==> src/rtl/rcs_pkg.sv <==
package rcs_pkg;

   // register byte offsets on the apb bus
   localparam logic [11:0] RCS_OFF_CTRL   = 12'h000;
   localparam logic [11:0] RCS_OFF_PORT   = 12'h004;
   localparam logic [11:0] RCS_OFF_STATUS = 12'h008;
   localparam logic [11:0] RCS_OFF_CMD    = 12'h00c;

   // ctrl register fields
   localparam int RCS_CTRL_CLKSEL_LSB = 0;   // 2 bits: clock source
   localparam int RCS_CTRL_PINMODE_LSB = 2;  // 2 bits: port function
   localparam int RCS_CTRL_WAKE_EN_BIT = 4;
   localparam int RCS_CTRL_CD_RUN_BIT  = 5;

   // port register fields, 2 bits each
   localparam int RCS_PORT_DIR_LSB  = 0;
   localparam int RCS_PORT_OUT_LSB  = 2;
   localparam int RCS_PORT_PULL_LSB = 4;   // 1 = pull up, 0 = pull down
   localparam int RCS_PORT_PEN_LSB  = 6;   // pull enable

   // command register bits (write one to act)
   localparam int RCS_CMD_HALT_BIT = 0;
   localparam int RCS_CMD_WAIT_BIT = 1;

   localparam logic [31:0] RCS_CTRL_RESET = 32'h0000_0000;
   localparam logic [31:0] RCS_PORT_RESET = 32'h0000_0000;

   // reset standby wait, counted on the main crystal
   localparam int  RCS_STANDBY_MS       = 50;
   localparam int  RCS_MAIN_CLK_MHZ     = 100;
   localparam int  RCS_STANDBY_CYCLES   = RCS_STANDBY_MS * 1000 * RCS_MAIN_CLK_MHZ;
   localparam logic [31:0] RCS_START_ADDR = 32'h0000_0000;

   typedef enum logic [1:0] {
      RCS_CLK_MAIN  = 2'b00,
      RCS_CLK_SLOW  = 2'b01,
      RCS_CLK_RC    = 2'b10
   } rcs_clksel_e;

   typedef enum logic [1:0] {
      RCS_PIN_GPIO  = 2'b00,
      RCS_PIN_XTAL  = 2'b01,
      RCS_PIN_RC    = 2'b10
   } rcs_pinmode_e;

   typedef enum logic [1:0] {
      RCS_ST_HOLD   = 2'b00,
      RCS_ST_WAIT   = 2'b01,
      RCS_ST_RUN    = 2'b10,
      RCS_ST_BACKUP = 2'b11
   } rcs_state_e;

   typedef struct packed {
      logic       valid;
      logic [1:0] dir;
      logic [1:0] dout;
      logic [1:0] pull_up;
      logic [1:0] pull_en;
   } rcs_portcfg_s;

endpackage

==> src/rtl/rcs_port_pins.sv <==
`timescale 1ns/1ns
module rcs_port_pins
   import rcs_pkg::*;
(
   // clock and reset
   input  wire logic               pclk,
   input  wire logic               presetn,
   // configuration
   input  wire rcs_pkg::rcs_portcfg_s cfg,
   input  wire rcs_pkg::rcs_pinmode_e pin_mode,
   input  wire logic               osc_run,
   // pins
   input  wire logic [1:0]         pin_in,
   output logic [1:0]              pin_out,
   output logic [1:0]              pin_oe,
   output logic [1:0]              pull_up_on,
   output logic [1:0]              pull_dn_on,
   // observation
   output logic [1:0]              pin_level,
   output logic                    pin_changed
);
   logic [1:0] gpio_b;
   logic [1:0] last_reg;
   logic       osc_tog_reg;

   // bit a is the oscillator pin in either mode; bit b only for a crystal
   assign gpio_b[0] = (pin_mode == RCS_PIN_GPIO);
   assign gpio_b[1] = (pin_mode != RCS_PIN_XTAL);

   // inverting oscillator stage, stopped when halted
   always_ff @(posedge pclk or negedge presetn) begin
      if (!presetn) osc_tog_reg <= 1'b0;
      else          osc_tog_reg <= osc_run ? ~osc_tog_reg : 1'b0;
   end

   genvar i;
   generate
      for (i = 0; i < 2; i++) begin : g_bit
         always_ff @(posedge pclk or negedge presetn) begin
            if (!presetn) begin
               pin_out[i]    <= 1'b0;
               pin_oe[i]     <= 1'b0;
               pull_up_on[i] <= 1'b0;
               pull_dn_on[i] <= 1'b0;
               last_reg[i]   <= 1'b0;
            end else begin
               pin_out[i]    <= gpio_b[i] ? cfg.dout[i] : (i == 1 ? ~osc_tog_reg : 1'b0);
               pin_oe[i]     <= gpio_b[i] ? cfg.dir[i] : (i == 1);
               pull_up_on[i] <= gpio_b[i] & ~cfg.dir[i] & cfg.pull_en[i] & cfg.pull_up[i];
               pull_dn_on[i] <= gpio_b[i] & ~cfg.dir[i] & cfg.pull_en[i] & ~cfg.pull_up[i];
               last_reg[i]   <= pin_in[i];
            end
         end
      end
   endgenerate

   always_ff @(posedge pclk or negedge presetn) begin
      if (!presetn) begin
         pin_level   <= 2'b00;
         pin_changed <= 1'b0;
      end else begin
         pin_level   <= pin_in;
         pin_changed <= |((pin_in ^ last_reg) & gpio_b);
      end
   end
endmodule

==> src/rtl/rcs_top.sv <==
// Operation
// hold system reset while reset input low
// start main crystal when reset releases
// wait about 50 ms, start at zero
// cd section stays in standby at start
// each port bit has own direction
// per-bit pull up or down on inputs
// shared enable: pin change wakes backup
// port bits can drive slow crystal
// bit a alone may run rc oscillator
// reset selects main crystal clock
// software switches clock to port oscillator
// halt instruction stops port oscillator
// reset returns port bits to inputs
// software waits for oscillator to settle
// standby wait is a parameterised counter
//
// Our own choices: the register offsets and the APB slave port.
`timescale 1ns/1ns
module rcs_top
   import rcs_pkg::*;
#(
   parameter int STANDBY_CYCLES = RCS_STANDBY_CYCLES
)(
   // clock and reset
   input  wire logic        pclk,
   input  wire logic        presetn,
   input  wire logic        reset_in_n,
   // apb slave
   input  wire logic        psel,
   input  wire logic        penable,
   input  wire logic        pwrite,
   input  wire logic [11:0] paddr,
   input  wire logic [31:0] pwdata,
   output logic [31:0]      prdata,
   output logic             pready,
   output logic             pslverr,
   // port pins
   input  wire logic [1:0]  port_in,
   output logic [1:0]       port_out,
   output logic [1:0]       port_oe,
   output logic [1:0]       port_pull_up,
   output logic [1:0]       port_pull_dn,
   // system
   output logic             sys_reset,
   output logic             main_osc_en,
   output logic             cpu_run,
   output logic [31:0]      cpu_start_addr,
   output logic             cd_run,
   output logic [1:0]       clk_select
);
   import rcs_pkg::*;

   rcs_state_e  state_reg, state_next;
   logic [31:0] cnt_reg, cnt_next;
   logic [31:0] ctrl_reg;
   logic [31:0] port_reg;
   logic        halted_reg;
   logic [1:0]  pin_level;
   logic        pin_changed;
   logic [1:0]  pout_w, poe_w, pup_w, pdn_w;

   wire         sys_ready = (state_reg == RCS_ST_RUN) || (state_reg == RCS_ST_BACKUP);
   wire         apb_acc   = psel & penable;
   wire         apb_wr    = apb_acc & pwrite & sys_ready;
   wire         wr_ctrl   = apb_wr & (paddr == RCS_OFF_CTRL);
   wire         wr_port   = apb_wr & (paddr == RCS_OFF_PORT);
   wire         wr_cmd    = apb_wr & (paddr == RCS_OFF_CMD);
   wire         addr_ok   = (paddr == RCS_OFF_CTRL) || (paddr == RCS_OFF_PORT) ||
                            (paddr == RCS_OFF_STATUS) || (paddr == RCS_OFF_CMD);
   wire  [1:0]  f_clksel  = ctrl_reg[RCS_CTRL_CLKSEL_LSB +: 2];
   wire  [1:0]  f_pinmode = ctrl_reg[RCS_CTRL_PINMODE_LSB +: 2];
   wire         wake_en   = ctrl_reg[RCS_CTRL_WAKE_EN_BIT];
   wire         halt_cmd  = wr_cmd & pwdata[RCS_CMD_HALT_BIT];
   wire         wait_cmd  = wr_cmd & pwdata[RCS_CMD_WAIT_BIT];
   wire         wake_hit  = wake_en & pin_changed;
   wire         osc_run   = (f_pinmode != RCS_PIN_GPIO) & ~halted_reg;
   wire  [1:0]  clk_sel_w = osc_run ? f_clksel : RCS_CLK_MAIN;

   function automatic logic [31:0] rd_mux(input logic [11:0] a);
      case (a)
         RCS_OFF_CTRL:   rd_mux = ctrl_reg;
         RCS_OFF_PORT:   rd_mux = port_reg;
         RCS_OFF_STATUS: rd_mux = {26'h0, pin_level, halted_reg, 1'b0, state_reg};
         default:        rd_mux = 32'h0;
      endcase
   endfunction

   rcs_portcfg_s cfg_w;
   assign cfg_w.valid   = 1'b1;
   assign cfg_w.dir     = port_reg[RCS_PORT_DIR_LSB +: 2];
   assign cfg_w.dout    = port_reg[RCS_PORT_OUT_LSB +: 2];
   assign cfg_w.pull_up = port_reg[RCS_PORT_PULL_LSB +: 2];
   assign cfg_w.pull_en = port_reg[RCS_PORT_PEN_LSB +: 2];

   // reset sequencing
   always_comb begin
      state_next = state_reg;
      cnt_next   = cnt_reg;
      unique case (state_reg)
         RCS_ST_HOLD: begin
            cnt_next = 32'h0;
            if (reset_in_n) state_next = RCS_ST_WAIT;
         end
         RCS_ST_WAIT: begin
            cnt_next = cnt_reg + 32'h1;
            if (cnt_reg == 32'(STANDBY_CYCLES - 1)) state_next = RCS_ST_RUN;
         end
         RCS_ST_RUN: begin
            if (halt_cmd || wait_cmd) state_next = RCS_ST_BACKUP;
         end
         RCS_ST_BACKUP: begin
            if (wake_hit) state_next = RCS_ST_RUN;
         end
      endcase
      if (!reset_in_n) state_next = RCS_ST_HOLD;
   end

   always_ff @(posedge pclk or negedge presetn) begin
      if (!presetn) begin
         state_reg <= RCS_ST_HOLD;
         cnt_reg   <= 32'h0;
      end else begin
         state_reg <= state_next;
         cnt_reg   <= cnt_next;
      end
   end

   // registers: system reset also clears them so the port comes back as inputs
   always_ff @(posedge pclk or negedge presetn) begin
      if (!presetn) begin
         ctrl_reg   <= RCS_CTRL_RESET;
         port_reg   <= RCS_PORT_RESET;
         halted_reg <= 1'b0;
      end else if (!sys_ready) begin
         ctrl_reg   <= RCS_CTRL_RESET;
         port_reg   <= RCS_PORT_RESET;
         halted_reg <= 1'b0;
      end else begin
         if (wr_ctrl) ctrl_reg <= {26'h0, pwdata[5:0]};
         if (wr_port) port_reg <= {24'h0, pwdata[7:0]};
         if (halt_cmd)      halted_reg <= 1'b1;
         else if (wake_hit) halted_reg <= 1'b0;
      end
   end

   // apb answers in the access cycle; zero wait states
   always_ff @(posedge pclk or negedge presetn) begin
      if (!presetn) begin
         prdata  <= 32'h0;
         pready  <= 1'b0;
         pslverr <= 1'b0;
      end else begin
         pready  <= psel & ~penable;
         pslverr <= psel & ~penable & ~addr_ok;
         prdata  <= (psel & ~penable & ~pwrite) ? rd_mux(paddr) : 32'h0;
      end
   end

   rcs_port_pins u_pins (
      .pclk        (pclk),
      .presetn     (presetn),
      .cfg         (cfg_w),
      .pin_mode    (rcs_pinmode_e'(f_pinmode)),
      .osc_run     (osc_run),
      .pin_in      (port_in),
      .pin_out     (pout_w),
      .pin_oe      (poe_w),
      .pull_up_on  (pup_w),
      .pull_dn_on  (pdn_w),
      .pin_level   (pin_level),
      .pin_changed (pin_changed)
   );

   always_ff @(posedge pclk or negedge presetn) begin
      if (!presetn) begin
         port_out       <= 2'b00;
         port_oe        <= 2'b00;
         port_pull_up   <= 2'b00;
         port_pull_dn   <= 2'b00;
         sys_reset      <= 1'b1;
         main_osc_en    <= 1'b0;
         cpu_run        <= 1'b0;
         cpu_start_addr <= RCS_START_ADDR;
         cd_run         <= 1'b0;
         clk_select     <= RCS_CLK_MAIN;
      end else begin
         port_out       <= pout_w;
         port_oe        <= poe_w;
         port_pull_up   <= pup_w;
         port_pull_dn   <= pdn_w;
         sys_reset      <= (state_next == RCS_ST_HOLD);
         main_osc_en    <= reset_in_n;
         cpu_run        <= (state_next == RCS_ST_RUN);
         cpu_start_addr <= RCS_START_ADDR;
         cd_run         <= (state_next == RCS_ST_RUN) & ctrl_reg[RCS_CTRL_CD_RUN_BIT];
         clk_select     <= sys_ready ? clk_sel_w : RCS_CLK_MAIN;
      end
   end
endmodule

==> config.mk <==
export PLATFORM = sky130hd
export DESIGN_NAME = rcs_top
export DESIGN_NICKNAME = d
export VERILOG_FILES = /design/src/rtl/rcs_pkg.sv /design/src/rtl/rcs_port_pins.sv /design/src/rtl/rcs_top.sv
export SDC_FILE = /design/constraint.sdc
export NUM_CORES = 1
export LEC_CHECK = 0
export BUFFER_PORTS_ARGS = -buffer_cell sky130_fd_sc_hd__buf_4
export CAP_MARGIN = 15
export CORE_ASPECT_RATIO = 0.5
export CORE_MARGIN = 3
export CORE_UTILIZATION = 25
export DETAILED_ROUTE_END_ITERATION = 6
export PLACE_DENSITY_LB_ADDON = 0.15
export SLEW_MARGIN = 15
export SYNTH_ARGS = -nofsm -noshare
export SYNTH_HDL_FRONTEND = slang
export SYNTH_SLANG_ARGS = --single-unit
==> constraint.sdc <==
create_clock -name pclk -period 5 [get_ports pclk]
set_clock_uncertainty 0.1 [all_clocks]
set_input_delay 0.25 -clock pclk [delete_from_list [all_inputs] [get_ports pclk]]
set_output_delay 0.25 -clock pclk [all_outputs]
set_load 0.005 [all_outputs]
* After elaboration in Yosys (flattened, before gate mapping)
Index checks and enable logic that the tools add are counted.
** Word-level totals
- Bits in registers :: 161
- Bits of input ports :: 52
- Output and inout port bits :: 80
- Word-level logic and storage cells :: 110
** Operators by class
- Add/subtract/negate cells :: 1
- Equality and inequality tests :: 12
- Muxes and demuxes :: 22
- Bitwise gates (word level) :: 33
- Reduce and logical (&&, ||, !) cells :: 12
** Operator list (count)
- $mux W32 :: 5
- $pmux W32 S3 :: 1
- $pmux W32 S2 :: 1
- $add A32 B1 Y32 const B :: 1
- $eq A32 B23 Y1 const B :: 1
- $eq A12 B4 Y1 const B :: 2
- $and A1 B1 Y1 :: 22
- $eq A12 B3 Y1 const B :: 1
- $logic_not A12 Y1 :: 1
- $mux W2 :: 6
- $not A1 Y1 :: 9
- $mux W1 :: 8
- $pmux W2 S4 :: 1
- $eq A2 B2 Y1 const B :: 3
- $logic_not A2 Y1 :: 3
- $ne A2 B1 Y1 const B :: 3
- $logic_or A1 B1 Y1 :: 5
- $reduce_bool A2 Y1 :: 2
- $ne A3 B1 Y1 const B :: 1
- $and A2 B2 Y2 :: 1
- $eq A2 B1 Y1 const B :: 1
- $reduce_or A2 Y1 :: 1
- $xor A2 B2 Y2 :: 1

* Longest topological paths before layout
Gate-level depths: netlist of the first run.
- Depth in word-level cells :: 11
- Mapped depth :: 7
- Gate-level depth less buffers :: 5

* Cells and area by module
A second synthesis of the first run with hierarchy kept.
** Unflattened totals
- Cell total of the unflattened synthesis :: 450
- Area, all modules :: 4431.8 um^2
** By module, submodules not included
- rcs_top :: times used 1, cells each 423, area each 4001.3 um^2
- rcs_port_pins :: times used 1, cells each 27, area each 430.4 um^2

* Worst setup path before layout of the first run
Ideal clock, no wire load.
- Path kind :: reg-to-reg
- Start :: reg cnt_reg[0]
- End :: reg cnt_reg[12]
- Arrival time :: 1.901 ns
- Data required time :: 4.822 ns
- Setup slack :: 2.921 ns
- Stages on the path, launching flop included :: 7
- Period minus slack after synthesis :: 2.079 ns
- Cell sequence :: dfrtp_1 ha_1 nand4b_1 or4_1 clkbuf_1 or3_1 a21oi_1
** Between the ends
- Word-level cells in the longest chain between the ends :: 2
** RTL lines
- start: declaration :: RTL line rcs_top.sv:55 : logic [31:0] cnt_reg, cnt_next;
- start signal: assignment :: RTL line rcs_top.sv:125 : cnt_reg <= cnt_next;
- $add A32 B1 Y32 :: RTL line rcs_top.sv:106 : cnt_next = cnt_reg + 32'h1;
- $pmux W32 S2 :: RTL line rcs_top.sv:100 : unique case (state_reg)
No other way between the ends.
A chain may end at the register's enable or synchronous reset.

* Worst setup path after layout of the first run
- Start :: reg state_reg[1]
- End :: reg cnt_reg[18]
** Between the ends
- Word-level cells in the longest chain between the ends :: 2
** RTL lines
- start: declaration :: RTL line rcs_top.sv:54 : rcs_state_e state_reg, state_next;
- start signal: assignment :: RTL line rcs_top.sv:124 : state_reg <= state_next;
- $eq A2 B1 Y1 or $logic_not A2 Y1 (tied branches) :: RTL line rcs_top.sv:100
- $pmux W32 S2 or $reduce_bool A2 Y1 (tied branches)
Parallel ways exist; a longest one is shown, timed or not.

==> impl_metrics.json, run 1 <==
{
  "wire_per_inst_um": 14.65,
  "cp_slowest_cell": "or4_1",
  "seq_area_um2": 2128,
  "post_cts_buffers": 0,
  "path_class": "reg2reg",
  "area_growth_pct": 16.66,
  "synth_cell_types": 47,
  "cts_tree": "built",
  "wl_um": 10560,
  "layout_commonest_cell": "dfrtp_1",
  "track_usage": 0.1172,
  "synth_top_area_share": 0.4902,
  "clock_path_buffers": 2,
  "fmax_mhz": 388.1,
  "fin_ws_ns": 2.423,
  "ir_worst_vdd_uv": 152.8,
  "critPathMaxFanout": 34,
  "cts_hold_buf": 4,
  "cp_data_required_time_ns": 5.16,
  "drc_errors": 0,
  "final_nets": 542,
  "postSynthCellCount": 440,
  "ys_seq_area_frac": 0.4964,
  "yosys.area.top_type": "dfrtp_1",
  "setup_tns_ns": 0,
  "slew_headroom": 0.3162,
  "synth_area_um2": 4288,
  "largest_register_ffs": 32,
  "grt_pass1_vias": 3260,
  "core-area_um2": 16600,
  "die_w_um": 191.2,
  "cp-start-kind": "register",
  "finalCriticalPeriod_ns": 2.577,
  "cp_common_cell": "or4_1",
  "power_density_nw_per_um2": 284.7,
  "fillCellCount": 1815,
  "htreeDepth": 3,
  "n_antenna_cell": 0,
  "path_delay_family": "simple AND/OR/NAND/NOR gates",
  "ys_seq_elements": 85,
  "worst_ep_arrival_time_ns": 2.74,
  "async_reset_ff_frac": 1.000,
  "rrSetupSlack_ns": 2.42,
  "gr-total-overflow": 0,
  "drv_slew": 0,
  "ios": 132,
  "drt_iter0_drc": 222,
  "gp_congestion": 0.7274,
  "cts_sinks": 85,
  "grt_max_degree": 79,
  "die_h_um": 98.61,
  "dieArea_um2": 18850,
  "cp_cell_sequence": "buf_4, nand4b_1, or4_1, or4_1, a21oi_1",
  "root_buffer": "clkbuf_16",
  "cts_resized": 0,
  "cts-buffers-inserted": 9,
  "clk_pin_slew_ns": 0.06,
  "avgSynthCellArea_um2": 9.745,
  "cap_violations": 0,
  "hold_violations": 0,
  "vias": 3249,
  "post-place-ws_ns": 2.307,
  "synth_edf_count": 0,
  "synth_top_flop_cell": "dfrtp_1",
  "status": "completed",
  "worst_slew_pin_slew_ns": 1.016,
  "setup_viol": 0,
  "final_cell_mix": "dfrtp_1 (84), conb_1 (56), buf_4 (54), nor2_1 (32), nand3_1 (27)",
  "rsz0062_at_grt": "no",
  "drive_gt1_frac": 0.1518,
  "io_buffers": 51,
  "synthTopCellsByArea": "dfrtp_1 (49%), buf_4 (10%), nand3_1 (3.2%), o21ai_0 (2.8%), nor2_1 (2.8%)",
  "leakage_nw": 2.162,
  "initial_core_util": 0.2583,
  "hp-class": "in2reg",
  "antenna_left": 0,
  "vias_per_cell": 4.506,
  "fin_crit_sh": 0.5153,
  "slowest_delay_ns": 0.75,
  "antenna_found_initial": 0,
  "endpoint_kind": "register",
  "yosysWarnings": 0,
  "hpwl_um": 7162,
  "rows": 33,
  "drt_first_pass_iters": 4,
  "grt_pass1_wl_um": 17480,
  "worstSkewPairLatency_ns": 0.34,
  "multi_input_area_um2": 1822,
  "path_buf_inv": 1
}
[cells by family (layout without fill, tap and decap cells)]
family	after synthesis	in the layout	share of synthesized area
buf+inv	85	84	0.1269
mux	7	7	0.01634
other cells	1	56	0.0008746
compound gates	86	86	0.1269
flops	85	85	0.4964
xor+xnor	8	8	0.01634
simple gates	167	167	0.2133
fa+ha+maj	1	1	0.002918
[worst reg2reg max path: stages, from the launching register on]
cell,delay (ns)
dfrtp_1,0.38
buf_4,0.24
nand4b_1,0.38
or4_1,0.75
or4_1,0.50
a21oi_1,0.16
[cell type report]
cell class / instances / area share
Clock buffer: 11 / 0.04852
Inverter: 10 / 0.007504
Multi-Input combinational cell: 325 / 0.3642
Clock inverter: 5 / 0.008504
Sequential cell: 85 / 0.4255
Timing Repair Buffer: 58 / 0.08904
Tap cell: 227 / 0.05678
[per-layer routing]
layer	wire length (um)	track usage	up-vias
li1	-	-	1568
met1	5003	0.1562	1598
met2	4990	0.1901	74
met3	456	0.03198	9
met4	112	0.02873	0
met5	0	0	-
[Yosys cell counts (4+ instances only)]
| library cell | count |
|---|---|
| clkbuf_1 | 14 |
| nor4b_1 | 6 |
| and3_1 | 5 |
| nor4_1 | 10 |
| nor2_1 | 32 |
| and2_1 | 4 |
| dfrtp_1 | 84 |
| nand2b_1 | 6 |
| a21oi_1 | 23 |
| nand4_1 | 9 |
| nand2_1 | 25 |
| nand3_1 | 27 |
| nor3_1 | 12 |
| a21boi_0 | 13 |
| inv_1 | 10 |
| xnor2_1 | 8 |
| o21ai_0 | 24 |
| buf_4 | 57 |
| o31ai_1 | 9 |
| or4_1 | 13 |
| mux2i_1 | 7 |
[through the flow]
| step | total power, W | cells | hold slack [ns] | utilization | area (um^2) |
|---|---|---|---|---|---|
| 3_5_place_dp | 0.0007850 | 701 | -0.02228 | 0.2818 | 4677 |
| 2_1_floorplan | 0.0007729 | 495 | -0.1456 | - | 4494 |
| 4_1_cts | 0.001451 | 721 | 0.04147 | 0.3014 | 5002 |
| 5_1_grt | 0.001487 | 721 | 0.06285 | 0.3014 | 5002 |
| 6_report | 0.001424 | 721 | 0.05024 | 0.3014 | 5002 |
| 3_3_place_gp | 0.0007852 | 701 | -0.01838 | 0.2818 | 4677 |
[final timing paths]
path	start	to	cells past startpoint
max in group asynchronous	presetn	cnt_reg[30]$_DFFE_PN0P_	3
min in group asynchronous	presetn	cnt_reg[18]$_DFFE_PN0P_	2
worst min-delay path	pwdata[7]	port_reg[7]$_DFFE_PN0P_	3
worst max register to register	state_reg[1]$_DFF_PN0_	cnt_reg[18]$_DFFE_PN0P_	5
worst min register to register	u_pins.pin_oe[1]$_DFF_PN0_	port_oe[1]$_DFF_PN0_	0
worst max-delay path	state_reg[1]$_DFF_PN0_	cnt_reg[18]$_DFFE_PN0P_	5
[where the power goes]
part            total, W  internal [W]  switching [W]
Combinational  0.0000743     0.0000265      0.0000478
Sequential      0.000699      0.000693     0.00000543
Clock           0.000651      0.000357       0.000294
(Power assumes the default switching activity.)
==> run 2, diff against run 1 <==
--- a/config.mk
+++ b/config.mk
@@ -5,6 +5,7 @@
 export SDC_FILE = /design/constraint.sdc
 export NUM_CORES = 1
 export LEC_CHECK = 0
+export ABC_AREA = 1
 export BUFFER_PORTS_ARGS = -buffer_cell sky130_fd_sc_hd__buf_4
 export CAP_MARGIN = 15
 export CORE_ASPECT_RATIO = 0.5
==> constraint.sdc (replaced) <==
create_clock -name pclk -period 2.3 [get_ports pclk]
set_clock_uncertainty 0.1 [all_clocks]
set_input_delay 0.115 -clock pclk [delete_from_list [all_inputs] [get_ports pclk]]
set_output_delay 0.115 -clock pclk [all_outputs]
set_load 0.005 [all_outputs]
==> run 2 against run 1 <==
  * Flip-flop and latch count is the same
  * Die area grew 11%
  * Wire length grew 19%
  * Critical path type unchanged
  * Via count grew 21%
  * Area after synthesis grew 11%
  * Clock power grew 120%
==> impl_metrics.json, run 2 <==
{
  "initial_core_util": 0.2646,
  "vias": 3930,
  "path_delay_family": "simple AND/OR/NAND/NOR gates",
  "ys_seq_area_frac": 0.4469,
  "wl_um": 12560,
  "antenna_left": 0,
  "hpwl_um": 9794,
  "final_cell_mix": "nand2_1 (137), dfrtp_1 (84), nor2_1 (78), inv_1 (64), buf_4 (60)",
  "largest_register_ffs": 32,
  "path_class": "reg2reg",
  "cp_cell_sequence": "ha_1, nand3_2, nor2_2, inv_1, nor2_2, nand2_1, nand3_1, o21ai_0",
  "drt_first_pass_iters": 4,
  "rrSetupSlack_ns": 0.48,
  "synth_area_um2": 4762,
  "endpoint_kind": "register",
  "final_nets": 740,
  "synth_top_area_share": 0.4414,
  "postSynthCellCount": 609,
  "avgSynthCellArea_um2": 7.819,
  "drive_gt1_frac": 0.1633,
  "vias_per_cell": 4.163,
  "hold_violations": 0,
  "power_frac_seq": 0.487,
  "fmax_mhz": 549.6,
  "gp_congestion": 0.8381,
  "grt_pass1_vias": 3918,
  "dpl.cell_count": 911,
  "die_h_um": 103.6,
  "synth_edf_count": 0,
  "power.total_w": 0.003116,
  "grt_pass1_wl_um": 21070,
  "n_antenna_cell": 0,
  "clk_pin_slew_ns": 0.07,
  "ios": 132,
  "cts_tree": "built",
  "final_cells": 944,
  "setup_viol": 0,
  "path_buf_inv": 1,
  "ys_seq_elements": 85,
  "async_reset_ff_frac": 1.000,
  "p_int_w": 0.002337,
  "rsz0062_at_grt": "no",
  "grt_max_degree": 41,
  "cp-start-kind": "register",
  "cap_violations": 0,
  "drv_slew": 0,
  "antenna_found_initial": 0,
  "cp_common_cell": "nor2_2",
  "cp_data_required_time_ns": 2.42,
  "finalCriticalPeriod_ns": 1.820,
  "gr-total-overflow": 0,
  "die_w_um": 201.2,
  "htreeDepth": 3,
  "core-area_um2": 17990,
  "yosysMostFrequentCell": "nand2_1",
  "status": "completed",
  "dieArea_um2": 20840,
  "slew_headroom": 0.6472,
  "synth_top_flop_cell": "dfrtp_1",
  "ir_worst_vdd_uv": 273.3,
  "cts_sinks": 85,
  "fin_ws_ns": 0.4804,
  "swShare": 0.2501,
  "clock_path_buffers": 2,
  "leakage_nw": 2.643,
  "rows": 34,
  "hp-class": "in2reg",
  "track_usage": 0.1239,
  "critPathMaxFanout": 5,
  "drt_iter0_drc": 321,
  "layout_commonest_cell": "nand2_1",
  "synthTopCellsByArea": "dfrtp_1 (44%), nand2_1 (11%), buf_4 (9.0%), nand3_1 (6.2%), nor2_1 (6.1%)",
  "yosys.area.top_type": "dfrtp_1",
  "fin_crit_sh": 0.7911,
  "wire_per_inst_um": 13.30,
  "post-place-ws_ns": 0.4847,
  "ys_top_cells_by_count": "nand2_1 (137), dfrtp_1 (84), nor2_1 (78)",
  "p_switching_w": 0.0007794,
  "synth_cell_types": 39,
  "slowest_delay_ns": 0.43,
  "worstSkewPairLatency_ns": 0.35,
  "area_growth_pct": 20.02,
  "cp_slowest_cell": "dfrtp_1",
  "power_density_nw_per_um2": 545.2,
  "setup_tns_ns": 0,
  "drc_errors": 0,
  "root_buffer": "clkbuf_16",
  "p_clk_frac": 0.454,
  "io_buffers": 51,
  "yosysWarnings": 0,
  "cts-buffers-inserted": 9,
  "worst_ep_arrival_time_ns": 1.94,
  "worst_slew_pin_slew_ns": 0.5292,
  "p_comb_frac": 0.059
}
[run 2: path summary, 6_finish.rpt]
path | cells past startpoint | endpoint | startpoint
setup / recovery | 8 | cnt_reg[14]$_DFFE_PN0P_ | cnt_reg[0]$_DFFE_PN0P_
min in group asynchronous | 2 | u_pins.pull_up_on[0]$_DFF_PN0_ | presetn
hold reg to reg | 0 | port_oe[1]$_DFF_PN0_ | u_pins.pin_oe[1]$_DFF_PN0_
hold / removal | 5 | halted_reg$_DFFE_PN0P_ | paddr[3]
max in group asynchronous | 3 | cnt_reg[7]$_DFFE_PN0P_ | presetn
setup reg to reg | 8 | cnt_reg[14]$_DFFE_PN0P_ | cnt_reg[0]$_DFFE_PN0P_
[run 2: stage by stage]
| step | utilization | hold slack, ns | instance area (um^2) |
|---|---|---|---|
| after CTS | 0.3176 | 0.07349 | 5715 |
| after detailed placement | 0.2926 | 0.03889 | 5265 |
| after global routing | 0.3176 | 0.09508 | 5715 |
| final | 0.3176 | 0.08443 | 5715 |
| after floorplan | - | -0.2806 | 4969 |
| after global placement | 0.2926 | 0.03626 | 5265 |
[run 2: cell families after synthesis]
logic type | synth area share
adders and majority gates | 0.002627
buffers and inverters | 0.1555
AOI/OAI and AO/OA | 0.06963
DFF | 0.4469
other | 0.0007875
xor gates and xnor gates | 0.01104
and+or+nand+nor | 0.3135
[run 2: final cells by class]
class                           instances  area, um^2
Fill cell                            1938       12280
Sequential cell                        85        2128
Multi-Input combinational cell        446        2100
Timing Repair Buffer                   78       640.6
Tap cell                              252       315.3
Inverter                               67       251.5
Clock buffer                           10       229.0
Clock inverter                          6       51.30
[run 2: what timing repair did]
action,4_1_cts,5_1_grt
buffers inserted,0,0
hold buffers,17,0
endpoints found under the hold margin,62,0
resized for setup,0,0
[run 2: power by group through the flow]
stage	logic (W)	registers (W)	clock network (W)
3_5_place_dp	0.000163	0.00155	0
6_report	0.000184	0.00152	0.00142
2_1_floorplan	0.000129	0.00154	0
3_3_place_gp	0.000163	0.00155	0
5_1_grt	0.000209	0.00152	0.00154
4_1_cts	0.000186	0.00152	0.00147
[run 2: routing by layer]
metal / share of wire / global-route usage / vias to the layer above / wire length (um)
met5: 0 / 0 / - / 0
met3: 0.037 / 0.02350 / 14 / 463
met4: 0.013 / 0.03133 / 0 / 168
li1: - / - / 1985 / -
met2: 0.45 / 0.1988 / 77 / 5654
met1: 0.50 / 0.1728 / 1854 / 6273
[run 2: worst register-to-register path, cell delays in order, from the launching register on]
cell	delay [ns]
dfrtp_1	0.43
ha_1	0.28
nand3_2	0.16
nor2_2	0.23
inv_1	0.11
nor2_2	0.15
nand2_1	0.07
nand3_1	0.07
o21ai_0	0.08
